==> config.mk <==
export PLATFORM = sky130hd
export DESIGN_NAME = conv_ctrl
export DESIGN_NICKNAME = d
export VERILOG_FILES = /design/src/rtl/conv_ctrl_pkg.sv /design/src/rtl/chan_code_path.sv /design/src/rtl/conv_ctrl.sv
export VERILOG_INCLUDE_DIRS = /design/src /design/src/rtl
export SDC_FILE = /design/constraint.sdc
export NUM_CORES = 1
export LEC_CHECK = 0
export BUFFER_PORTS_ARGS = -buffer_cell sky130_fd_sc_hd__buf_4
export CAP_MARGIN = 40
export CORE_MARGIN = 2
export CORE_UTILIZATION = 30
export DETAILED_ROUTE_END_ITERATION = 8
export PLACE_DENSITY = 0.61
export SYNTH_ARGS = -nofsm -noshare
export SYNTH_HDL_FRONTEND = slang
export SYNTH_SLANG_ARGS = --single-unit
export TNS_END_PERCENT = 1
==> constraint.sdc <==
create_clock -name i_mclk -period 1.6 [get_ports i_mclk]
set_input_delay 0.4 -clock i_mclk [delete_from_list [all_inputs] [get_ports i_mclk]]
set_output_delay 0.4 -clock i_mclk [all_outputs]
set_load 0.02 [all_outputs]
==> src/rtl/conv_ctrl_cfg.svh <==
// Constants for the dual converter control block: SFR addresses,
// control bit positions, reset values and code widths.
// Assumes inclusion by the package and the design modules only.
//
// Behaviour
// - Two channels, 12-bit code each
// - Code right-justified, low byte plus high nibble
// - 12-bit mode transfers on low write
// - Mode bit set selects 8-bit mode
// - Span bit per channel selects range
// - Clear bit low forces zero output
// - Sync bit high updates on low write
// - Sync low holds; rising sync transfers both
// - Power bit per channel powers converter
// - Data reset 00H, control reset 04H
// - Data at F9H-FCH, control at FDH
// - Outputs share pins with inputs four, five
// - Outputs high impedance until enabled
`ifndef CONV_CTRL_CFG_SVH
`define CONV_CTRL_CFG_SVH

`define ADDR_CHAN0_LOW   8'hf9
`define ADDR_CHAN0_HIGH  8'hfa
`define ADDR_CHAN1_LOW   8'hfb
`define ADDR_CHAN1_HIGH  8'hfc
`define ADDR_CONTROL     8'hfd

`define DATA_RESET       8'h00
`define CONTROL_RESET    8'h04

`define BIT_MODE         7
`define BIT_SPAN1        6
`define BIT_SPAN0        5
`define BIT_ZERO1_N      4
`define BIT_ZERO0_N      3
`define BIT_SYNC         2
`define BIT_POWER1       1
`define BIT_POWER0       0

`define CODE_W           12
`define HIGH_NIBBLE_W    4
`define NUM_CHAN         2

`endif

==> src/rtl/conv_ctrl_pkg.sv <==
// Types shared by the converter control block.
// Assumes conv_ctrl_cfg.svh is reachable on the include path.
`include "conv_ctrl_cfg.svh"
package conv_ctrl_pkg;

  // Per-channel drive toward one converter core
  typedef struct packed {
    logic [`CODE_W-1:0] code;
    logic               span_supply;
    logic               zero_force_n;
    logic               power_on;
  } chan_drive_type;

endpackage

==> src/rtl/chan_code_path.sv <==
// One converter channel: holding registers and the output code latch.
// Assumes the SFR write strobe is one core clock wide.
`timescale 1ns/1ps
`include "conv_ctrl_cfg.svh"
module chan_code_path
  import conv_ctrl_pkg::*;
#(
  parameter int CODE_W = `CODE_W
)
(
  input  wire logic              i_mclk,
  input  wire logic              i_arst_n,
  input  wire logic              i_wr_low,
  input  wire logic              i_wr_high,
  input  wire logic [7:0]        i_wdata,
  input  wire logic              i_mode8,
  input  wire logic              i_sync,
  input  wire logic              i_sync_rise,
  output logic      [7:0]        o_low,
  output logic      [7:0]        o_high,
  output logic      [CODE_W-1:0] o_code
);

  logic [7:0]        low_ff;
  logic [7:0]        high_ff;
  logic [CODE_W-1:0] code_ff;
  logic [7:0]        nxt_low;
  logic [7:0]        nxt_high;
  logic [CODE_W-1:0] nxt_code;
  logic [CODE_W-1:0] held_code;

  // Holding registers, then the code seen by the converter
  always_comb
  begin
    nxt_low  = i_wr_low  ? i_wdata : low_ff;
    nxt_high = i_wr_high ? i_wdata : high_ff;
    // 8-bit mode uses the low byte alone, scaled to full span
    if (i_mode8)
      held_code = {nxt_low, {`HIGH_NIBBLE_W{1'b0}}};
    else
      held_code = {nxt_high[`HIGH_NIBBLE_W-1:0], nxt_low};
    nxt_code = code_ff;
    // High write alone never moves the output
    if (i_sync && i_wr_low)
      nxt_code = held_code;
    else if (i_sync_rise)
      nxt_code = held_code;
  end

  always_ff @(posedge i_mclk or negedge i_arst_n)
  begin
    if (!i_arst_n)
    begin
      low_ff  <= `DATA_RESET;
      high_ff <= `DATA_RESET;
      code_ff <= '0;
    end
    else
    begin
      low_ff  <= nxt_low;
      high_ff <= nxt_high;
      code_ff <= nxt_code;
    end
  end

  assign o_low  = low_ff;
  assign o_high = high_ff;
  assign o_code = code_ff;

endmodule

==> src/rtl/conv_ctrl.sv <==
// Dual converter control: SFR decode, control register, channel paths.
// Assumes a core SFR port with one-cycle write strobe and read data
// registered one cycle after the read address is presented.
`timescale 1ns/1ps
`include "conv_ctrl_cfg.svh"
module conv_ctrl
  import conv_ctrl_pkg::*;
(
  input  wire logic                 i_mclk,
  input  wire logic                 i_arst_n,
  input  wire logic [7:0]           i_sfr_addr,
  input  wire logic                 i_sfr_wr,
  input  wire logic [7:0]           i_sfr_wdata,
  input  wire logic                 i_sfr_rd,
  output logic      [7:0]           o_sfr_rdata,
  output logic                      o_sfr_hit,
  output chan_drive_type            o_chan0,
  output chan_drive_type            o_chan1,
  output logic                      o_out_en_four,
  output logic                      o_out_en_five,
  output logic      [`NUM_CHAN-1:0] o_input_free
);

  logic [7:0]        control_ff;
  logic [7:0]        nxt_control;
  logic [7:0]        rdata_ff;
  logic [7:0]        nxt_rdata;
  logic              hit_ff;
  logic              nxt_hit;
  chan_drive_type    drv0_ff;
  chan_drive_type    drv1_ff;
  chan_drive_type    nxt_drv0;
  chan_drive_type    nxt_drv1;
  logic [1:0]        en_ff;
  logic [1:0]        nxt_en;
  logic [1:0]        free_ff;
  logic [1:0]        nxt_free;
  logic              sync_rise;
  logic [7:0]        chan_low  [`NUM_CHAN];
  logic [7:0]        chan_high [`NUM_CHAN];
  logic [`CODE_W-1:0] chan_code [`NUM_CHAN];
  logic [`NUM_CHAN-1:0] wr_low;
  logic [`NUM_CHAN-1:0] wr_high;

  // Shared address match, used for both read and write decode
  function automatic logic addr_is(input logic [7:0] a, input logic [7:0] ref_a);
    addr_is = (a == ref_a);
  endfunction

  // Write strobes per data register
  always_comb
  begin
    wr_low  = '0;
    wr_high = '0;
    if (i_sfr_wr && addr_is(i_sfr_addr, `ADDR_CHAN0_LOW))
      wr_low[0] = 1'b1;
    else if (i_sfr_wr && addr_is(i_sfr_addr, `ADDR_CHAN0_HIGH))
      wr_high[0] = 1'b1;
    else if (i_sfr_wr && addr_is(i_sfr_addr, `ADDR_CHAN1_LOW))
      wr_low[1] = 1'b1;
    else if (i_sfr_wr && addr_is(i_sfr_addr, `ADDR_CHAN1_HIGH))
      wr_high[1] = 1'b1;
  end

  // Control register next value
  always_comb
  begin
    nxt_control = control_ff;
    if (i_sfr_wr && addr_is(i_sfr_addr, `ADDR_CONTROL))
      nxt_control = i_sfr_wdata;
  end

  // Transfer of held codes when sync goes from 0 to 1
  assign sync_rise = !control_ff[`BIT_SYNC] && nxt_control[`BIT_SYNC];

  // Identical channel paths, one per converter core
  genvar g;
  generate
    for (g = 0; g < `NUM_CHAN; g++)
    begin : g_chan
      chan_code_path #(
        .CODE_W (`CODE_W)
      ) u_path (
        .i_mclk      (i_mclk),
        .i_arst_n    (i_arst_n),
        .i_wr_low    (wr_low[g]),
        .i_wr_high   (wr_high[g]),
        .i_wdata     (i_sfr_wdata),
        .i_mode8     (control_ff[`BIT_MODE]),
        .i_sync      (control_ff[`BIT_SYNC]),
        .i_sync_rise (sync_rise),
        .o_low       (chan_low[g]),
        .o_high      (chan_high[g]),
        .o_code      (chan_code[g])
      );
    end
  endgenerate

  // Read mux; unmapped addresses answer zero with no hit
  always_comb
  begin
    nxt_rdata = 8'h00;
    nxt_hit   = 1'b0;
    if (!i_sfr_rd)
    begin
      nxt_rdata = 8'h00;
      nxt_hit   = 1'b0;
    end
    else if (addr_is(i_sfr_addr, `ADDR_CHAN0_LOW))
    begin
      nxt_rdata = chan_low[0];
      nxt_hit   = 1'b1;
    end
    else if (addr_is(i_sfr_addr, `ADDR_CHAN0_HIGH))
    begin
      nxt_rdata = chan_high[0];
      nxt_hit   = 1'b1;
    end
    else if (addr_is(i_sfr_addr, `ADDR_CHAN1_LOW))
    begin
      nxt_rdata = chan_low[1];
      nxt_hit   = 1'b1;
    end
    else if (addr_is(i_sfr_addr, `ADDR_CHAN1_HIGH))
    begin
      nxt_rdata = chan_high[1];
      nxt_hit   = 1'b1;
    end
    else if (addr_is(i_sfr_addr, `ADDR_CONTROL))
    begin
      nxt_rdata = control_ff;
      nxt_hit   = 1'b1;
    end
  end

  // Drive toward the cores; registered so outputs come from flops
  always_comb
  begin
    nxt_drv0.code         = chan_code[0];
    nxt_drv0.span_supply  = control_ff[`BIT_SPAN0];
    nxt_drv0.zero_force_n = control_ff[`BIT_ZERO0_N];
    nxt_drv0.power_on     = control_ff[`BIT_POWER0];
    nxt_drv1.code         = chan_code[1];
    nxt_drv1.span_supply  = control_ff[`BIT_SPAN1];
    nxt_drv1.zero_force_n = control_ff[`BIT_ZERO1_N];
    nxt_drv1.power_on     = control_ff[`BIT_POWER1];
    // Powered-down channel leaves its shared pin to the input mux
    nxt_en = {control_ff[`BIT_POWER1], control_ff[`BIT_POWER0]};
    // Own flop for the free flags so the port needs no gate after a register
    nxt_free = ~nxt_en;
  end

  always_ff @(posedge i_mclk or negedge i_arst_n)
  begin
    if (!i_arst_n)
    begin
      control_ff <= `CONTROL_RESET;
      rdata_ff   <= 8'h00;
      hit_ff     <= 1'b0;
      drv0_ff    <= '0;
      drv1_ff    <= '0;
      en_ff      <= '0;
      free_ff    <= '1;
    end
    else
    begin
      control_ff <= nxt_control;
      rdata_ff   <= nxt_rdata;
      hit_ff     <= nxt_hit;
      drv0_ff    <= nxt_drv0;
      drv1_ff    <= nxt_drv1;
      en_ff      <= nxt_en;
      free_ff    <= nxt_free;
    end
  end

  assign o_sfr_rdata   = rdata_ff;
  assign o_sfr_hit     = hit_ff;
  assign o_chan0       = drv0_ff;
  assign o_chan1       = drv1_ff;
  assign o_out_en_four = en_ff[0];
  assign o_out_en_five = en_ff[1];
  assign o_input_free  = free_ff;

endmodule

# == Yosys cells after proc, flatten, opt, wreduce, memory -nomap -nowiden ==
# Cells that the tools add are included.
# totals
regBits,107
elab_cells,71
in_bits,20
output_inout_bits,43
# classes
mux,32
eq_ne,5
bitwise_logic,1
reduce_logical,11
# op_table
op,count
two-way mux 12 bit,6
two-way mux 8 bit,8
== test 8 bit (second input constant),5
two-way mux 1 bit,14
logical AND 1 bit,8
two-way mux 4 bit,2
nonzero test 2 bit,2
two-way mux 3 bit,1
two-way mux 2 bit,1
NOT 2 bit,1
zero test 1 bit,1

# == Depth between registers and ports, before layout ==
# Gate-level depths: netlist (run 1).
# depth
word_depth,10
mapped_depth,7
mapped_depth_nobuf,4

# == Cells and area by module ==
# A second synthesis (run 1) with hierarchy kept.
# hier_totals
hier_cells,307
area_unflattened_um2,4265.3
# by_module_without_submodules
mod,n_inst,area_per_inst_um2,seq_area_each_um2,cells_each
chan_code_path,2,1197.4,700.7,86
conv_ctrl,1,1870.5,1229.9,135

# == Least setup slack after synthesis (run 1) ==
# Ideal clock, no wire load.
# synth_timing
path_type,input-to-reg
startpoint,in i_sfr_addr[6]
endpoint,reg g_chan[1].u_path.code_ff[10]
stages,5
setup_ns,0.126
n_path_buf,1
setup_slack_ns,-0.290
required_time_ns,1.474
arrival_time_ns,1.763
cell_sequence,nand4_1 -> nor3_2 -> buf_6 -> mux2_1 -> a221o_1
# synth_via
word_cells_on_any_way,26
cone_classes,eq/ne: 5; mux: 13; reduce/logical: 8
# synth_lines
element,line,source
"start, declared",conv_ctrl.sv:11,"input wire logic [7:0] i_sfr_addr,"
== test 8 bit,conv_ctrl.sv:47,addr_is = (a == ref_a);
logical AND 1 bit,conv_ctrl.sv:59,"else if (i_sfr_wr && addr_is(i_sfr_addr, `ADDR_CHAN1_LOW))"
two-way mux 1 bit,conv_ctrl.sv:59,
two-way mux 1 bit,conv_ctrl.sv:57,"else if (i_sfr_wr && addr_is(i_sfr_addr, `ADDR_CHAN0_HIGH))"
two-way mux 1 bit (*),conv_ctrl.sv:55,"if (i_sfr_wr && addr_is(i_sfr_addr, `ADDR_CHAN0_LOW))"
two-way mux 8 bit (*),chan_code_path.sv:35,nxt_low = i_wr_low ? i_wdata : low_ff;
net g_chan[1].u_path.nxt_low[6],chan_code_path.sv:27,logic [7:0] nxt_low;
two-way mux 12 bit (*),chan_code_path.sv:38,if (i_mode8)
two-way mux 12 bit,chan_code_path.sv:46,else if (i_sync_rise)
two-way mux 12 bit (*),chan_code_path.sv:44,if (i_sync && i_wr_low)
"end signal, assigned",chan_code_path.sv:62,code_ff <= nxt_code;
"end, declared",chan_code_path.sv:26,logic [CODE_W-1:0] code_ff;
# The timed path passes the listed nets; every way through them passes the cells marked *. The select of a mux whose other input is x is not followed.
# A chain may end at the register's enable or synchronous reset.

# == Worst setup path after layout (run 1) ==
# layout_timing
startpoint,reg control_ff[2]
endpoint,reg g_chan[0].u_path.code_ff[11]
# layout_via
elab_chain_len,3
word_cells_on_any_way,6
cone_classes,mux: 2; reduce/logical: 4
# layout_rtl
element,line,source
"start, declared",conv_ctrl.sv:24,logic [7:0] control_ff;
"start signal, assigned",conv_ctrl.sv:157,control_ff <= `CONTROL_RESET;
"start signal, assigned",conv_ctrl.sv:167,control_ff <= nxt_control;
two-way mux 3 bit / zero test 1 bit (equally long branches),"conv_ctrl.sv:69, conv_ctrl.sv:74",
logical AND 1 bit,conv_ctrl.sv:74,assign sync_rise = !control_ff[`BIT_SYNC] && nxt_control[`BIT_SYNC];
nonzero test 2 bit (no line),--,
"end signal, assigned",chan_code_path.sv:62,
"end, declared",chan_code_path.sv:26,
# Parallel ways exist; a longest one is shown, timed or not.

==> flow_metrics.env, run 1 <==
export IMPL_drtPass1Iterations=4
export IMPL_crit_path_start_kind="flip-flop"
export IMPL_p_per_area_mw_per_mm2=934.2
export IMPL_fillers=1323
export IMPL_initial_core_util_pct=31.04
export IMPL_cts_buffers_inserted=9
export IMPL_cts_max_level=3
export IMPL_outcome="complete, but fails checks"
export IMPL_dieArea_sq_mm=0.01545
export IMPL_global_route_overflow_total=0
export IMPL_drv_slew=0
export IMPL_synth_area_sq_mm=0.004342
export IMPL_grt_pass1_wl_mm=17.18
export IMPL_grtUsageTotal_pct=14.29
export IMPL_r2r_slack_ns=-0.16
export IMPL_postLayoutSetupSlackWorst_ns=-0.1585
export IMPL_syn_inst=300
export IMPL_r2r_end="g_chan[0].u_path.o_code[11]"
export IMPL_hold_path_endpoint="o_sfr_hit"
export IMPL_required_ns=1.83
export IMPL_core_sq_mm=0.01399
export IMPL_placementRows=43
export IMPL_synth_edf_count=0
export IMPL_fin_total_pwr_mw=5.271
export IMPL_ys_seq_area_share_pct=60.61
export IMPL_hold_depth=2
export IMPL_clkLatencyLatePin_ns=0.35
export IMPL_synth_ff_type="dfrtp_1"
export IMPL_clock_path_buffers=2
export IMPL_antenna_left=0
export IMPL_syn_nets=320
export IMPL_fp_dieW_um=124.3
export IMPL_finalSetupTns_ns=-1.864
export IMPL_cap_violations=0
export IMPL_p_sw_mw=1.259
export IMPL_cts_tree="built"
export IMPL_wirelength_mm=10.42
export IMPL_worstMarginPinSlew_ns=0.4023
export IMPL_p_comb_share_pct=7.9
export IMPL_final_min_clock_period_ns=1.759
export IMPL_num_vias=2810
export IMPL_layout_common_cells="dfrtp_1, buf_4, mux2_2, mux2i_1"
export IMPL_path_clk_slew_ns=0.07
export IMPL_r2r_start="control_ff[2]"
export IMPL_hold_class="primary input to flip-flop"
export IMPL_ys_seq_elements=105
export IMPL_ios=63
export IMPL_swShare_pct=23.89
export IMPL_holdCritStartpoint="i_sfr_addr[1]"
export IMPL_pre_cts_slack_ns=-0.4573
export IMPL_path_class="flip-flop to flip-flop"
export IMPL_pwr_share_clk_pct=39.7
export IMPL_io_buffers=62
export IMPL_vias_per_cell=4.787
export IMPL_diodes=0
export IMPL_die_h_um=124.3
export IMPL_async_flop_share_pct=100.0
export IMPL_critPathCaptureType="flip-flop"
export IMPL_drive_gt1_share_pct=44.72
export IMPL_routedWlPerCell_um=17.75
export IMPL_critPathMaxFanout=8
export IMPL_ir_drop_mv=0.3846
export IMPL_yosysWarnings=0
export IMPL_ff2ff_path_depth=4
export IMPL_cts_root_buf="clkbuf_16"
export IMPL_place_hpwl_mm=7.788
export IMPL_ys_types=44
export IMPL_gp_congestion=0.8450
export IMPL_drc=0
export IMPL_fin_crit_sh_pct=109.9
export IMPL_syn_area_per_cell_sq_um=14.47
export IMPL_setup_viol=24
export IMPL_p_int_mw=4.011
export IMPL_p_leak_nw=2.820
export IMPL_violations="setup timing"
export IMPL_max_slew_margin_rel_pct=73.09
export IMPL_hold_ws_ns=0.2859
export IMPL_fin_worst_skew_ns=0.009371
export IMPL_grt_pass1_vias=2973
export IMPL_antenna_found_initial=0
export IMPL_critical_path_arrival_ns=1.99
export IMPL_hold_viol=0
export IMPL_max_freq_mhz=568.7
export IMPL_p_seq_share_pct=52.4
export IMPL_syn_to_final_growth_pct=29.94
export IMPL_cts_sinks=105
export IMPL_rsz0062_at_grt="yes"
export IMPL_grt_max_degree=37
export IMPL_fin_util_pct=40.33
export IMPL_drt_iter0_drc=187
export IMPL_fin_nets=422
export IMPL_layout_commonest_cell="dfrtp_1"
worst max-delay path by stage:
stage                       start                           to  slack (ns)
floorplan           i_sfr_addr[6]  g_chan[0].u_path.o_code[10]       -0.28
global placement    i_sfr_addr[6]  g_chan[0].u_path.o_code[11]       -0.39
detailed placement  i_sfr_addr[6]   g_chan[0].u_path.o_code[8]       -0.46
CTS                 control_ff[2]  g_chan[0].u_path.o_code[11]       -0.15
global route        control_ff[2]  g_chan[0].u_path.o_code[10]       -0.20
finish              control_ff[2]  g_chan[0].u_path.o_code[11]       -0.16
Yosys cell counts (4+ instances only):
cell | instances | area (sq um)
o32ai_1 | 7 | 61.31
buf_4 | 5 | 37.54
o21ai_0 | 4 | 20.02
mux2_2 | 36 | 405.4
mux2_4 | 6 | 90.09
a21oi_1 | 9 | 45.04
nor2_1 | 11 | 41.29
buf_2 | 4 | 20.02
nand2_1 | 7 | 26.28
dfrtp_1 | 102 | 2552
buf_6 | 4 | 45.04
clkbuf_1 | 5 | 18.77
o211a_1 | 8 | 80.08
mux2i_1 | 24 | 240.2
a21boi_0 | 4 | 30.03
a22o_1 | 8 | 70.07
a221o_1 | 8 | 80.08
mux2_1 | 6 | 67.56
stage by stage:
stage                     instances  area (sq um)
final                           587          5642
after floorplan                 300          4342
after detailed placement        568          5279
after global placement          568          5279
after global routing            587          5642
after CTS                       587          5619
layout make-up:
cell class / count / area, sq um / share of cell area (%)
repair buffers: 109 / 877.1 / 15.55
flip-flops and latches: 105 / 2631 / 46.64
clock inverters: 5 / 38.79 / 0.6875
multi-input cells: 174 / 1615 / 28.63
inverters: 3 / 11.26 / 0.1996
well taps: 180 / 225.2 / 3.992
clock buffers: 11 / 242.7 / 4.303
power groups by stage:
stage	Combinational (mW)	Sequential [mW]	Clock (mW)
detailed placement	0.414	2.81	0
finish	0.418	2.76	2.09
floorplan	0.181	2.81	0
global route	0.457	2.77	2.27
CTS	0.421	2.76	2.14
global placement	0.407	2.81	0
state kept, by name, summed over array words and instances (netlist names):
| signal | count |
|---|---|
| control_ff | 8 |
| en_ff | 1 |
| g_chan.u_path.o_code | 24 |
| g_chan.u_path.o_high | 16 |
| g_chan.u_path.o_low | 16 |
| o_chan0 | 14 |
| o_chan1 | 15 |
| o_input_free | 2 |
| o_sfr_hit | 1 |
| o_sfr_rdata | 8 |
logic make-up (layout without fill, tap and decap cells):
kind of cell	after synthesis	in the layout	share of synthesized area (%)
AO/OA/AOI/OAI	52	52	9.799
buffers and inverters	21	128	3.055
flip-flops	105	105	60.61
multiplexers	72	72	18.50
AND/OR/NAND/NOR	50	50	8.041
what timing repair did:
| action | in CTS | in global routing |
|---|---|---|
| cloned | 0 | 0 |
| setup endpoints to repair | 24 | 31 |
| hold buffers | 1 | 0 |
| setup buffers | 2 | 0 |
| resized for setup | 7 | 6 |
| pin swaps | 3 | 7 |
| endpoints found under the hold margin | 13 | 0 |
metal layers:
| metal | vias up | wire length [um] | GRT usage, % |
|---|---|---|---|
| li1 | 1309 | - | - |
| met1 | 1403 | 5031 | 20.62 |
| met2 | 83 | 4679 | 21.12 |
| met3 | 15 | 541 | 3.351 |
| met4 | 0 | 168 | 4.891 |
| met5 | - | 0 | 0 |
critical path, cell delays in order, from the launching register on:
cell       delay, ns
dfstp_2         0.59
and3b_1         0.22
o2111ai_4       0.33
nor2_2          0.17
a221o_1         0.32
Power figures use the tool's default switching activity.
==> run 2, diff against run 1 <==
==> constraint.sdc (replaced) <==
create_clock -name i_mclk -period 1.6 [get_ports i_mclk]
set_input_delay 0.16 -clock i_mclk [delete_from_list [all_inputs] [get_ports i_mclk]]
set_output_delay 0.16 -clock i_mclk [all_outputs]
set_load 0.02 [all_outputs]
==> run 2 against run 1 <==
Against the previous run:
- the flow still finishes with violations (setup timing)
- register-to-register slack better by 0.07 ns
- count of clock-buffer cells in the layout grew 1
- critical path depth is 1 higher
- via count rose by 1.8%
==> flow_metrics.env, run 2 (synthesized netlist as in run 1, its figures left out) <==
export IMPL_grt_pass1_vias=2914
export IMPL_die_h_um=124.3
export IMPL_place_hpwl_mm=7.509
export IMPL_fin_nets=412
export IMPL_fp_dieW_um=124.3
export IMPL_global_route_overflow_total=0
export IMPL_grt_pass1_wl_mm=16.64
export IMPL_place_area_sq_mm=0.005186
export IMPL_io_buffers=62
export IMPL_drt_iter0_drc=160
export IMPL_worstMarginPinSlew_ns=0.6305
export IMPL_critPathMaxFanout=5
export IMPL_max_freq_mhz=592.9
export IMPL_drive_gt1_share_pct=43.58
export IMPL_num_vias=2861
export IMPL_final_min_clock_period_ns=1.687
export IMPL_finalInstanceArea_sq_mm=0.005627
export IMPL_max_slew_margin_rel_pct=56.88
export IMPL_diodes=0
export IMPL_placementRows=43
export IMPL_violations="setup timing"
export IMPL_path_clk_slew_ns=0.07
export IMPL_core_sq_mm=0.01399
export IMPL_rsz0062_at_grt="yes"
export IMPL_cts_max_level=3
export IMPL_ios=63
export IMPL_drc=0
export IMPL_ir_drop_mv=0.3987
export IMPL_critPathCaptureType="flip-flop"
export IMPL_grt_max_degree=43
export IMPL_fillers=1332
export IMPL_drtPass1Iterations=4
export IMPL_fin_worst_skew_ns=0.009030
export IMPL_fin_crit_sh_pct=105.4
export IMPL_cts_tree="built"
export IMPL_grtUsageTotal_pct=13.81
export IMPL_clkLatencyLatePin_ns=0.36
export IMPL_required_ns=1.84
export IMPL_gp_congestion=0.8546
export IMPL_layout_commonest_cell="dfrtp_1"
export IMPL_drv_slew=0
export IMPL_cts_root_buf="clkbuf_16"
export IMPL_antenna_left=0
export IMPL_wirelength_mm=10.38
export IMPL_cts_sinks=105
export IMPL_dieArea_sq_mm=0.01545
export IMPL_vias_per_cell=4.958
export IMPL_clock_path_buffers=2
export IMPL_cts_buffers_inserted=9
export IMPL_p_leak_nw=2.793
export IMPL_largest_reg_flops=24
export IMPL_antenna_found_initial=0
export IMPL_layout_common_cells="dfrtp_1, buf_4, mux2_2, mux2i_1, mux2_4"
export IMPL_fin_total_pwr_mw=5.473
export IMPL_routedWlPerCell_um=17.99
export IMPL_setup_viol=19
export IMPL_p_per_area_mw_per_mm2=972.8
export IMPL_postLayoutSetupSlackWorst_ns=-0.08667
export IMPL_outcome="complete, but fails checks"
export IMPL_hold_viol=0
export IMPL_path_class="flip-flop to flip-flop"
export IMPL_syn_to_final_growth_pct=29.60
export IMPL_hold_class="primary input to flip-flop"
export IMPL_initial_core_util_pct=31.04
export IMPL_cap_violations=0
export IMPL_critical_path_arrival_ns=1.93
export IMPL_crit_path_start_kind="flip-flop"
run 2: routing by layer:
layer  part of all wire [%]  global-route usage (%)  vias to the layer above
met5                      0                       0                        -
met4                    2.2                   5.155                        0
met3                    6.5                   3.866                       22
met2                     46                   20.80                      100
met1                     46                   19.00                     1447
li1                       -                       -                     1292
run 2: metrics by stage:
| step | utilization [%] | TNS, ns | hold WS [ns] | std cells | setup WS (ns) |
|---|---|---|---|---|---|
| floorplan | - | -0.1037 | -0.1356 | 300 | -0.04484 |
| global placement | 37.08 | -1.814 | 0.07325 | 554 | -0.1456 |
| detailed placement | 37.08 | -2.302 | 0.07487 | 554 | -0.1759 |
| CTS | 40.17 | -0.4577 | 0.08306 | 577 | -0.06340 |
| global route | 40.22 | -2.081 | 0.09668 | 577 | -0.1198 |
| finish | 40.22 | -0.4883 | 0.09601 | 577 | -0.08667 |
run 2: report_power, final:
group	leakage [nW]	switching, mW	total, mW	internal, mW
combinational	1.19	0.237	0.406	0.169
sequential	1.45	0.0425	2.76	2.72
clock	0.151	0.993	2.31	1.32
total	2.79	1.27	5.47	4.20
run 2: repair_timing:
item	in CTS	in global routing
setup buffers	7	0
setup endpoints to repair	24	24
resized for setup	13	2
hold endpoints to repair	20	0
hold buffers	1	0
gates cloned	0	0
pin swaps	7	5
run 2: layout make-up:
type                       instances  area (sq um)  area share [%]
timing repair buffer              99         795.8           14.14
multi-input combinational        174          1649           29.31
sequential                       105          2631           46.76
clock inverter                     4         57.56           1.023
clock buffer                      12         256.5           4.559
inverter                           3         11.26          0.2001
tap                              180         225.2           4.003
run 2: path summary, 6_finish.rpt:
kind                                             from                          to  slack (ns)  cells after the start
setup / recovery                        control_ff[2]  g_chan[1].u_path.o_code[9]       -0.09                      5
hold / removal                          i_sfr_addr[1]                   o_sfr_hit         0.1                      2
setup reg to reg                        control_ff[2]  g_chan[1].u_path.o_code[9]       -0.09                      5
hold reg to reg            g_chan[0].u_path.o_code[5]                  o_chan0[8]        0.38                      0
max in group asynchronous                    i_arst_n             o_input_free[1]        0.75                      3
min in group asynchronous                    i_arst_n                  o_chan1[6]        0.24                      2
run 2: critical path, stage by stage (launching register included):
cell,delay (ns)
dfstp_2,0.56
and4bb_1,0.22
o211ai_1,0.22
buf_4,0.18
nor3_4,0.05
a221o_1,0.36
==> run 3, diff against run 2 <==
--- a/config.mk
+++ b/config.mk
@@ -8,7 +8,6 @@
 export LEC_CHECK = 0
 export BUFFER_PORTS_ARGS = -buffer_cell sky130_fd_sc_hd__buf_4
 export CAP_MARGIN = 40
-export CORE_MARGIN = 2
 export CORE_UTILIZATION = 30
 export DETAILED_ROUTE_END_ITERATION = 8
 export PLACE_DENSITY = 0.61
==> run 3 against run 2 <==
Against the previous run:
- the run still ends with setup timing left
- total power is 5.0% lower
- clock power is 12% lower
- cell count decreased by 0.52%
- worst setup slack worse by 0.025 ns
- clock skew increased by 0.0026 ns
- sequential power barely moved
- cell area down 1.0%
- core utilization shrank 0.41 points
- combinational power about the same
- register-to-register slack worse by 0.02 ns
- non-clock buffer count decreased by 3
- sequential share of layout area is 0.48 points higher
- critical path type unchanged
- largest cell class unchanged
- largest power group unchanged
- highest routed layer unchanged
==> flow_metrics.env, run 3 (synthesized netlist as in run 1, its figures left out) <==
export IMPL_p_leak_nw=2.756
export IMPL_regArea_sq_mm=0.002631
export IMPL_diodes=0
export IMPL_ios=63
export IMPL_wl_met2_mm=4.585
export IMPL_drt_met1_wl_mm=4.775
export IMPL_cts_tree="built"
export IMPL_rsz0062_at_grt="yes"
export IMPL_cap_violations=0
export IMPL_drc=0
export IMPL_critPathCaptureType="flip-flop"
export IMPL_ir_drop_mv=0.4443
export IMPL_wirelength_mm=10.00
export IMPL_critPathMaxFanout=5
export IMPL_grt_pass1_wl_mm=16.38
export IMPL_dieArea_sq_mm=0.01496
export IMPL_max_freq_mhz=584.3
export IMPL_layout_common_cells="dfrtp_1, buf_4, mux2_2, mux2i_1"
export IMPL_final_min_clock_period_ns=1.711
export IMPL_cts_max_level=3
export IMPL_fin_crit_sh_pct=107.0
export IMPL_clock_path_buffers=2
export IMPL_fin_nets=409
export IMPL_hold_viol=0
export IMPL_worst_path_buf_inv=2
export IMPL_io_buffers=62
export IMPL_cts_sinks=105
export IMPL_fin_worst_skew_ns=0.01161
export IMPL_routedWlPerCell_um=17.43
export IMPL_largest_reg_flops=24
export IMPL_initial_core_util_pct=31.04
export IMPL_critical_path_arrival_ns=1.94
export IMPL_multiInputGateArea_sq_mm=0.001625
export IMPL_critPathMaxStageDelay_ns=0.56
export IMPL_fp_dieW_um=122.3
export IMPL_clkLatencyLatePin_ns=0.35
export IMPL_postLayoutSetupSlackWorst_ns=-0.1114
export IMPL_layout_commonest_cell="dfrtp_1"
export IMPL_die_h_um=122.3
export IMPL_setup_viol=16
export IMPL_vias_per_cell=4.843
export IMPL_cts_buffers_inserted=9
export IMPL_drive_gt1_share_pct=42.13
export IMPL_p_per_area_mw_per_mm2=933.7
export IMPL_antenna_left=0
export IMPL_crit_chain="and3b_1, o211ai_1, buf_4, buf_6, nor2_4, mux2_4"
export IMPL_finalInstanceArea_sq_mm=0.005569
export IMPL_num_vias=2780
export IMPL_drv_slew=0
export IMPL_crit_path_start_kind="flip-flop"
export IMPL_hold_ws_ns=0.08325
export IMPL_path_class="flip-flop to flip-flop"
export IMPL_violations="setup timing"
export IMPL_place_hpwl_mm=7.510
export IMPL_path_clk_slew_ns=0.07
export IMPL_global_route_overflow_total=0
export IMPL_grt_pass1_vias=2987
export IMPL_met3_wirelength_um=450
export IMPL_antenna_found_initial=0
export IMPL_grt_max_degree=37
export IMPL_gp_congestion=0.8138
export IMPL_highest_layer="met4"
export IMPL_placementRows=43
export IMPL_required_ns=1.83
export IMPL_critical_path_top_delay_family="flip-flops"
export IMPL_drtPass1Iterations=4
export IMPL_worstMarginPinSlew_ns=0.5317
export IMPL_critical_path_slowest_cell="dfstp_2"
export IMPL_core_sq_mm=0.01399
export IMPL_syn_to_final_growth_pct=28.27
export IMPL_max_slew_margin_rel_pct=63.64
export IMPL_hold_class="primary input to flip-flop"
export IMPL_outcome="complete, but fails checks"
export IMPL_pre_cts_slack_ns=-0.1845
export IMPL_place_area_sq_mm=0.005199
export IMPL_drt_iter0_drc=114
export IMPL_fillers=1331
export IMPL_cts_root_buf="clkbuf_16"
export IMPL_grtUsageTotal_pct=14.65
==> run 3: changes by cell type in the layout (fill, tap and decap cells not counted), sizes merged <==
cell,previous run,this run
buf,98,95
bufinv,1,0
clkinv,0,2
clkinvlp,1,2
inv,5,3
==> run 3: power breakdown <==
part | internal [mW] | leakage (nW) | switching, mW
combinational | 0.172 | 1.18 | 0.232
clock | 1.10 | 0.129 | 0.939
sequential | 2.72 | 1.45 | 0.0411
total | 3.99 | 2.76 | 1.21
==> run 3: path summary, 6_finish.rpt <==
path / start / to / slack, ns / depth (start not counted)
worst max register to register: control_ff[2] / g_chan[1].u_path.o_code[4] / -0.11 / 6
worst max-delay path: control_ff[2] / g_chan[1].u_path.o_code[4] / -0.11 / 6
worst min-delay path: i_sfr_addr[1] / o_sfr_hit / 0.08 / 2
max in group asynchronous: i_arst_n / g_chan[0].u_path.o_low[0] / 0.67 / 3
worst min register to register: g_chan[0].u_path.o_code[10] / o_chan0[13] / 0.38 / 0
min in group asynchronous: i_arst_n / o_chan1[3] / 0.33 / 2
==> run 3: area by class of cell <==
type | count | share of cell area [%]
timing repair buffer | 96 | 14.38
tap | 180 | 4.044
multi-input combinational | 174 | 29.18
sequential | 105 | 47.25
clock inverter | 4 | 0.5167
inverter | 3 | 0.2022
clock buffer | 12 | 4.426
==> run 3: timing repair <==
item | in CTS | in global routing
gates resized for setup | 10 | 4
setup endpoints to repair | 19 | 24
hold endpoints to repair | 29 | 0
pin swaps | 7 | 3
setup buffers | 3 | 0
hold buffers | 1 | 0
==> run 3: routing by layer <==
layer,up-vias,global-route usage (%)
met5,-,0
met4,0,5.793
met3,18,3.206
met2,68,22.02
met1,1402,20.48
li1,1292,-
==> run 3: worst reg2reg max path: stages, from the launching register on <==
cell	delay (ns)
dfstp_2	0.56
and3b_1	0.18
o211ai_1	0.09
buf_4	0.16
buf_6	0.11
nor2_4	0.18
mux2_4	0.32
==> run 3: metrics by stage <==
step	TNS, ns	util, %	std cells	power, mW
after global routing	-2.568	39.81	574	5.400
after floorplan	-0.1037	-	300	2.990
after global placement	-1.697	37.16	554	3.202
after detailed placement	-2.182	37.16	554	3.209
final	-1.260	39.81	574	5.200
after CTS	-1.027	39.71	574	5.253
